===== config.mk =====
export PLATFORM = sky130hd
export DESIGN_NAME = clr_top
export DESIGN_NICKNAME = d
export VERILOG_FILES = /design/src/common/clr_pkg.sv /design/src/hw/clr_chan_clip.sv /design/src/hw/clr_sync2.sv /design/src/hw/clr_top.sv
export SDC_FILE = /design/constraint.sdc
export NUM_CORES = 1
export LEC_CHECK = 0
export ABC_AREA = 1
export ABC_CLOCK_PERIOD_IN_PS = 3200
export BUFFER_PORTS_ARGS = -buffer_cell sky130_fd_sc_hd__buf_4
export CAP_MARGIN = 20
export CORE_AREA = 2 2 119 121
export CTS_CLUSTER_SIZE = 14
export DETAILED_ROUTE_END_ITERATION = 12
export DIE_AREA = 0 0 121 123
export PLACE_DENSITY = 0.6
export SLEW_MARGIN = 0
export SYNTH_ARGS = -nofsm -noshare
export SYNTH_HDL_FRONTEND = slang
export SYNTH_HIERARCHICAL = 1
export SYNTH_SLANG_ARGS = --single-unit

===== constraint.sdc =====
create_clock -name clk -period 3.2 [get_ports clk]
set_input_delay 0.16 -clock clk [delete_from_list [all_inputs] [get_ports clk]]
set_output_delay 0.16 -clock clk [all_outputs]
set_load 0.02 [all_outputs]

===== src/common/clr_pkg.sv =====
/*
 * Constants for the clip and current-limit reporting register bank.
 * Assumes a byte-wide register port decoded by the serial host interface.
 */
package clr_pkg;
   localparam logic [7:0] CLR_OFS_MODE_CTRL   = 8'h00;
   localparam logic [7:0] CLR_OFS_STATE_CTRL  = 8'h04;
   localparam logic [7:0] CLR_OFS_MISC3       = 8'h21;
   localparam logic [7:0] CLR_OFS_CLIP_CTRL   = 8'h22;
   localparam logic [7:0] CLR_OFS_CLIP_WIN    = 8'h23;
   localparam logic [7:0] CLR_OFS_CLIP_STAT   = 8'h24;
   localparam logic [7:0] CLR_OFS_ILIM_STAT   = 8'h25;
   localparam logic [7:0] CLR_OFS_POL_HPF     = 8'h26;
   localparam logic [7:0] CLR_RST_CLIP_CTRL   = 8'h01;
   localparam logic [7:0] CLR_RST_CLIP_WIN    = 8'h14;
   localparam logic [7:0] CLR_RST_POL_HPF     = 8'h40;
   localparam logic [7:0] CLR_RST_ZERO        = 8'h00;
   localparam logic [7:0] CLR_WIN_MAX         = 8'h14;
   localparam int         CLR_BIT_DET_EN      = 0;
   localparam int         CLR_BIT_NOLATCH     = 1;
   localparam int         CLR_BIT_PIN_SPLIT   = 2;
   localparam int         CLR_BIT_PHASE_FLIP  = 3;
   localparam int         CLR_BIT_CLEAR       = 7;
   localparam int         CLR_NCH             = 4;
   localparam int         CLR_FSW_SEL_W       = 3;
   localparam logic [2:0] CLR_FSW_38FS        = 3'h0;
   localparam logic [2:0] CLR_FSW_44FS        = 3'h1;
   localparam logic [2:0] CLR_FSW_48FS        = 3'h2;
   localparam logic [2:0] CLR_FSW_8FS         = 3'h3;
   localparam logic [2:0] CLR_FSW_10FS        = 3'h4;
   typedef enum logic [2:0] {
      CLR_ST_STANDBY = 3'h1,
      CLR_ST_MUTE    = 3'h2,
      CLR_ST_PLAY    = 3'h4
   } clr_state_t;
endpackage


===== src/hw/clr_chan_clip.sv =====
/*
 * Per-channel clip window counter and sticky flag.
 * Assumes full-duty and PWM cycle strobes already in the clk domain.
 */
module clr_chan_clip (
   input  wire logic       clk,
   input  wire logic       arst_n,
   input  wire logic       det_en,
   input  wire logic [7:0] win_len,
   input  wire logic       pwm_tick,
   input  wire logic       full_duty,
   input  wire logic       clear,
   output logic            clip_live,
   output logic            clip_flag
);
   logic [7:0] run_r;

   // Counts consecutive full-duty cycles; any partial cycle restarts it.
   always_ff @(posedge clk or negedge arst_n) begin
      if (!arst_n) begin
         run_r <= 8'h00;
      end else if (!det_en || (pwm_tick && !full_duty)) begin
         run_r <= 8'h00;
      end else if (pwm_tick && run_r != 8'hFF) begin
         run_r <= run_r + 8'h01;
      end
   end

   assign clip_live = det_en && (run_r >= win_len);

   // A new clip wins over a simultaneous clear.
   always_ff @(posedge clk or negedge arst_n) begin
      if (!arst_n) begin
         clip_flag <= 1'b0;
      end else if (clip_live) begin
         clip_flag <= 1'b1;
      end else if (clear) begin
         clip_flag <= 1'b0;
      end
   end
endmodule


===== src/hw/clr_sync2.sv =====
/*
 * Two-flop synchroniser for a bus of pin levels.
 * Assumes the inputs are quasi-static relative to clk.
 */
module clr_sync2 #(
   parameter int W = 4
) (
   input  wire logic         clk,
   input  wire logic         arst_n,
   input  wire logic [W-1:0] d,
   output logic      [W-1:0] q
);
   logic [W-1:0] s1_r;

   always_ff @(posedge clk or negedge arst_n) begin
      if (!arst_n) begin
         s1_r <= '0;
         q    <= '0;
      end else begin
         s1_r <= d;
         q    <= s1_r;
      end
   end
endmodule


===== src/hw/clr_top.sv =====
/*
 * Clip and current-limit reporting register bank of a four-channel amplifier.
 * Assumes a byte register port from the serial host slave, and PWM events
 * on clk; current-limit events arrive from pins and are synchronised here.
 */
module clr_top (
   input  wire logic                clk,
   input  wire logic                arst_n,
   input  wire logic                reg_wr,
   input  wire logic                reg_rd,
   input  wire logic [7:0]          reg_addr,
   input  wire logic [7:0]          reg_wdata,
   output logic      [7:0]          reg_rdata,
   input  wire logic                pwm_tick,
   input  wire logic [3:0]          full_duty,
   input  wire logic [3:0]          current_cap_pin,
   input  wire logic [1:0]          bridge_pair_req,
   output logic                     alert_n,
   output logic                     error_n,
   output logic                     pair_fault,
   output logic                     bit_clock_phase_flip,
   output logic      [2:0]          highpass_cutoff_select,
   output logic      [2:0]          fsw_select,
   output logic      [3:0]          line_driver_mode,
   output logic      [1:0]          parallel_bridge_mode,
   output logic      [1:0]          diag_unit_pair
);
   logic [7:0]        clip_ctrl_r;
   logic [7:0]        clip_win_r;
   logic [7:0]        pol_hpf_r;
   logic [7:0]        mode_ctrl_r;
   logic [7:0]        state_ctrl_r;
   logic [3:0]        cap_flag_r;
   logic [3:0]        pin_hold_r;
   logic [1:0]        pbm_r;
   logic              pair_fault_r;
   logic [3:0]        cap_sync;
   logic [3:0]        clip_live;
   logic [3:0]        clip_flag;
   logic [3:0]        pin_src;
   logic              clear_fault;
   logic              in_standby;
   logic              clip_en;
   logic [7:0]        win_eff;

   assign clear_fault = reg_wr && reg_addr == clr_pkg::CLR_OFS_MISC3
                        && reg_wdata[clr_pkg::CLR_BIT_CLEAR];
   assign clip_en     = clip_ctrl_r[clr_pkg::CLR_BIT_DET_EN];
   // Out-of-range windows are clamped so a clip can still be reported.
   assign win_eff     = (clip_win_r > clr_pkg::CLR_WIN_MAX) ?
                        clr_pkg::CLR_WIN_MAX : clip_win_r;
   assign in_standby  = state_ctrl_r[2:0] == 3'(clr_pkg::CLR_ST_STANDBY);

   clr_sync2 #(
      .W (clr_pkg::CLR_NCH)
   ) u_cap_sync (
      .clk    (clk),
      .arst_n (arst_n),
      .d      (current_cap_pin),
      .q      (cap_sync)
   );

   genvar g;
   generate
      for (g = 0; g < clr_pkg::CLR_NCH; g++) begin : g_ch
         clr_chan_clip u_clip (
            .clk       (clk),
            .arst_n    (arst_n),
            .det_en    (clip_en),
            .win_len   (win_eff),
            .pwm_tick  (pwm_tick),
            .full_duty (full_duty[g]),
            .clear     (clear_fault),
            .clip_live (clip_live[g]),
            .clip_flag (clip_flag[g])
         );
      end
   endgenerate

   always_ff @(posedge clk or negedge arst_n) begin
      if (!arst_n) begin
         clip_ctrl_r <= clr_pkg::CLR_RST_CLIP_CTRL;
         clip_win_r  <= clr_pkg::CLR_RST_CLIP_WIN;
         pol_hpf_r   <= clr_pkg::CLR_RST_POL_HPF;
         mode_ctrl_r <= clr_pkg::CLR_RST_ZERO;
         state_ctrl_r <= 8'(clr_pkg::CLR_ST_STANDBY);
      end else if (reg_wr) begin
         case (reg_addr)
            clr_pkg::CLR_OFS_CLIP_CTRL:  clip_ctrl_r <= {5'h00, reg_wdata[2:0]};
            clr_pkg::CLR_OFS_CLIP_WIN:   clip_win_r  <= reg_wdata;
            clr_pkg::CLR_OFS_POL_HPF:    pol_hpf_r   <= reg_wdata;
            clr_pkg::CLR_OFS_MODE_CTRL:  mode_ctrl_r <= reg_wdata;
            clr_pkg::CLR_OFS_STATE_CTRL: state_ctrl_r <= reg_wdata;
            default: begin
            end
         endcase
      end
   end

   // Bridge pairing only latches in standby, so it never changes mid-play.
   always_ff @(posedge clk or negedge arst_n) begin
      if (!arst_n) begin
         pbm_r <= 2'h0;
      end else if (in_standby) begin
         pbm_r <= bridge_pair_req;
      end
   end

   // Pair fault: both channels of a pair must share their 2-bit mode_ctrl_r field.
   always_ff @(posedge clk or negedge arst_n) begin
      if (!arst_n) begin
         pair_fault_r <= 1'b0;
      end else if ((pbm_r[0] && mode_ctrl_r[1:0] != mode_ctrl_r[3:2]) ||
                   (pbm_r[1] && mode_ctrl_r[5:4] != mode_ctrl_r[7:6])) begin
         pair_fault_r <= 1'b1;
      end else if (clear_fault) begin
         pair_fault_r <= 1'b0;
      end
   end

   always_ff @(posedge clk or negedge arst_n) begin
      if (!arst_n) begin
         cap_flag_r <= 4'h0;
      end else begin
         cap_flag_r <= cap_sync | (clear_fault ? 4'h0 : cap_flag_r);
      end
   end

   always_ff @(posedge clk or negedge arst_n) begin
      if (!arst_n) begin
         pin_hold_r <= 4'h0;
      end else begin
         pin_hold_r <= clip_live | (clear_fault ? 4'h0 : pin_hold_r);
      end
   end

   assign pin_src = clip_ctrl_r[clr_pkg::CLR_BIT_NOLATCH] ?
                    clip_live : pin_hold_r;

   always_ff @(posedge clk or negedge arst_n) begin
      if (!arst_n) begin
         alert_n <= 1'b1;
         error_n <= 1'b1;
      end else if (clip_ctrl_r[clr_pkg::CLR_BIT_PIN_SPLIT]) begin
         alert_n <= ~|pin_src[1:0];
         error_n <= ~(|pin_src[3:2] | pair_fault_r);
      end else begin
         alert_n <= ~|pin_src;
         error_n <= ~pair_fault_r;
      end
   end

   always_ff @(posedge clk or negedge arst_n) begin
      if (!arst_n) begin
         reg_rdata <= 8'h00;
      end else if (reg_rd) begin
         case (reg_addr)
            clr_pkg::CLR_OFS_CLIP_CTRL:  reg_rdata <= clip_ctrl_r;
            clr_pkg::CLR_OFS_CLIP_WIN:   reg_rdata <= clip_win_r;
            clr_pkg::CLR_OFS_CLIP_STAT:  reg_rdata <= {4'h0, clip_flag};
            clr_pkg::CLR_OFS_ILIM_STAT:  reg_rdata <= {4'h0, cap_flag_r};
            clr_pkg::CLR_OFS_POL_HPF:    reg_rdata <= pol_hpf_r;
            clr_pkg::CLR_OFS_MODE_CTRL:  reg_rdata <= mode_ctrl_r;
            clr_pkg::CLR_OFS_STATE_CTRL: reg_rdata <= state_ctrl_r;
            default:                     reg_rdata <= 8'h00;
         endcase
      end
   end

   assign pair_fault             = pair_fault_r;
   assign bit_clock_phase_flip   = pol_hpf_r[clr_pkg::CLR_BIT_PHASE_FLIP];
   assign highpass_cutoff_select = pol_hpf_r[2:0];
   // Codes up to the 10x rate pass through; codes above it select the 44x rate.
   assign fsw_select  = (state_ctrl_r[7:5] > clr_pkg::CLR_FSW_10FS) ?
                        clr_pkg::CLR_FSW_44FS : state_ctrl_r[7:5];
   assign line_driver_mode       = {mode_ctrl_r[7], mode_ctrl_r[5],
                                    mode_ctrl_r[3], mode_ctrl_r[1]};
   assign parallel_bridge_mode   = pbm_r;
   assign diag_unit_pair         = pbm_r;
endmodule


==> results.sh <==
export IMPL_die_h_um=123
export IMPL_hold_viol=0
export IMPL_regToRegStartpoint="clip_win_r[0]"
export IMPL_wire_per_inst_um=13.55
export IMPL_clock_sink_count=100
export IMPL_ant_nets=0
export IMPL_required_ns=3.49
export IMPL_place_area_um2=6580
export IMPL_relSlewSlack_pct=43.00
export IMPL_drt_pre_antenna_iters=5
export IMPL_dr_first_iter_drc_count=301
export IMPL_cpPeakStageDelay_ns=0.39
export IMPL_gr_usage_met1_pct=27.19
export IMPL_synth_edf_count=0
export IMPL_hp_class="primary input to flip-flop"
export IMPL_wl_um=13770
export IMPL_finalMaxSlewViolations=0
export IMPL_min_period_ns=2.543
export IMPL_synth_most_common_cell="nand2_1"
export IMPL_critical_path_buf_inv_count=4
export IMPL_min_to="clip_ctrl_r[2]"
export IMPL_place_congestion=0.8325
export IMPL_ys_seq_area_share_pct=41.97
export IMPL_syn_area_per_cell_um2=7.842
export IMPL_rr_endpoint="alert_n"
export IMPL_synth_seq_cells=100
export IMPL_die_w_um=121
export IMPL_crit_path_end_kind="flip-flop"
export IMPL_drv_cap=0
export IMPL_clkSlewWorstSetupHoldPaths_ns=0.07
export IMPL_grt_max_degree=67
export IMPL_status="finished clean"
export IMPL_yosys_top_cells_area="dfrtp_1 (39%), nand2_1 (14%), ha_1 (7.5%)"
export IMPL_ios=57
export IMPL_yosysWarnings=6
export IMPL_cts_resized=0
export IMPL_fin_tns_setup_ns=0
export IMPL_grt_use_total_pct=19.88
export IMPL_route_detailed_drc=0
export IMPL_final_period_utilization_pct=79.45
export IMPL_timing_fmax_mhz=393.3
export IMPL_final_nets=898
export IMPL_viasPerCell=4.873
export IMPL_cts_hold_buf=5
export IMPL_initial_core_util_pct=43.96
export IMPL_gr_usage_met2_pct=32.13
export IMPL_yosys_area_top_type="dfrtp_1"
export IMPL_htreeDepth=3
export IMPL_ys_types=31
export IMPL_syn_inst=763
export IMPL_grt_pass1_wl_um=23250
export IMPL_synth_top_area_share_pct=38.90
export IMPL_fin_area_um2=6930
export IMPL_top_usage_layer="met2"
export IMPL_p_leak_nw=3.584
export IMPL_clockBufferDepth=2
export IMPL_antenna_found_initial=0
export IMPL_cp_arrival_ns=2.84
export IMPL_grt_pass1_vias=4948
export IMPL_reg2reg_slack_ns=0.66
export IMPL_numCtsBuffers=9
export IMPL_skew_ns=0.006813
export IMPL_fp_row_count=43
export IMPL_power_density_nw_per_um2=420.0
export IMPL_crit_path_start_kind="flip-flop"
export IMPL_die_area_um2=14880
export IMPL_worst_slew_pin_slew_ns=0.8551
export IMPL_insertion_delay_ns=0.35
export IMPL_hold_path_depth=3
export IMPL_dp_hpwl_um=10380
export IMPL_crit_slowest_cell="dfrtp_1"
export IMPL_num_antenna_cells=0
export IMPL_overflow=0
export IMPL_worstHoldStart="reg_wdata[2]"
export IMPL_cp_cell_sequence="o21ai_0 > nand2_1 > a21oi_1 > inv_1 > nor2_1 > inv_1 > ha_1 > a21oi_1 > nand2_1 > nand2_1 > nand3_1 > nand2_1 > inv_1 > nor3_1 > o22ai_1 > inv_1"
export IMPL_async_flop_share_pct=100.0
export IMPL_ir_worst_vdd_mv=0.2810
export IMPL_cts_root_buffer="clkbuf_16"
export IMPL_rsz0062_at_grt="false"
export IMPL_cts_setup_buffers=0
export IMPL_path_delay_family="simple AND/OR/NAND/NOR gates"
export IMPL_io_buffers=56
export IMPL_worst_r2r_cell_count=16
export IMPL_drive_gt1_share_pct=14.47
export IMPL_netlist_area_um2=5983
export IMPL_path_class="flip-flop to flip-flop"
export IMPL_tritoncts="yes"
export IMPL_core_area_um2=13610
export IMPL_syn2layout_area_growth_pct=15.83
export IMPL_synth_top_cells_by_count="nand2_1 (220), inv_1 (116), dfrtp_1 (93)"
export IMPL_ys_flop_type="dfrtp_1"
export IMPL_crit_fanout=4
export IMPL_setup_viol=0
export IMPL_vias=4951
export IMPL_grt_use_met3_pct=2.814
==> placed cells by master (no fill, tap or decap), types with 15 or more instances in the layout <==
cell type  netlist  final
a21oi_1         18     18
buf_4            9     58
dfrtp_1         93     93
ha_1            36     36
inv_1          116    116
nand2_1        220    220
nand3_1         55     55
nor2_1          51     51
nor2_4          15     15
o21ai_0         50     50
==> worst min-delay path, stage by stage <==
cell and delay, ns:
buf_4 0.09, nand2_1 0.04, o21ai_0 0.06
==> how the worst max path moves through the flow <==
stage                        startpoint  endpoint  slack, ns  cells after the start
final                     clip_win_r[0]   alert_n       0.66                     16
after floorplan           clip_win_r[0]   error_n       1.03                     20
after detailed placement  clip_win_r[0]   alert_n       0.71                     16
after CTS                 clip_win_r[0]   alert_n       0.68                     16
after global routing      clip_win_r[0]   alert_n       0.38                     20
after global placement    clip_win_r[0]   error_n       0.80                     20
==> report_power, final <==
part	total, mW	internal [mW]	switching (mW)
sequential	1.39	1.33	0.0521
combinational	0.405	0.152	0.253
clock	1.12	0.612	0.508
==> kinds of logic after synthesis <==
kind of cell	Yosys count	share of synthesized area [%]
AOI/OAI and AO/OA	92	9.348
xor gates and xnor gates	20	2.928
adders and majority gates	36	7.528
buffers and inverters	138	9.348
DFF	100	41.97
other	1	0.06268
and+or+nand+nor	376	28.82
==> registers in the layout (all words and copies together) (netlist names) <==
register / count
alert_n: 1
cap_flag_r: 4
clip_ctrl_r: 3
clip_win_r: 8
diag_unit_pair: 2
error_n: 1
g_ch.u_clip/clip_flag: 4
g_ch.u_clip/run_r: 32
mode_ctrl_r: 8
pair_fault: 1
pin_hold_r: 4
pol_hpf_r: 8
reg_rdata: 8
state_ctrl_r: 8
u_cap_sync/q: 4
u_cap_sync/s1_r: 4
==> per-layer routing <==
metal,wire [um],vias up
met5,0,-
met4,222,0
met3,488,18
met2,6416,95
met1,6637,2325
li1,-,2513
==> per-stage QoR <==
stage          instances  power [mW]  utilization (%)  setup WS [ns]  hold WS (ns)
2_1_floorplan        774       1.652                -          1.030       -0.1356
3_3_place_gp         995       1.800            48.34         0.8042        0.2700
3_5_place_dp         995       1.816            48.34         0.7131        0.2708
4_1_cts             1016       2.944            50.91         0.6788       0.03176
5_1_grt             1016       3.055            50.91         0.3814       0.05279
6_report            1016       2.911            50.91         0.6574       0.04264
==> area by class of cell <==
class                      instances  area, um^2
sequential                       100        2511
tap                              180       225.2
clock buffer                       9       225.2
fill                            1340        6681
inverter                         121       454.2
multi-input combinational        536        2954
timing repair buffer              63       485.5
clock inverter                     7       75.07
No activity file was read; power rests on OpenSTA's default activity.
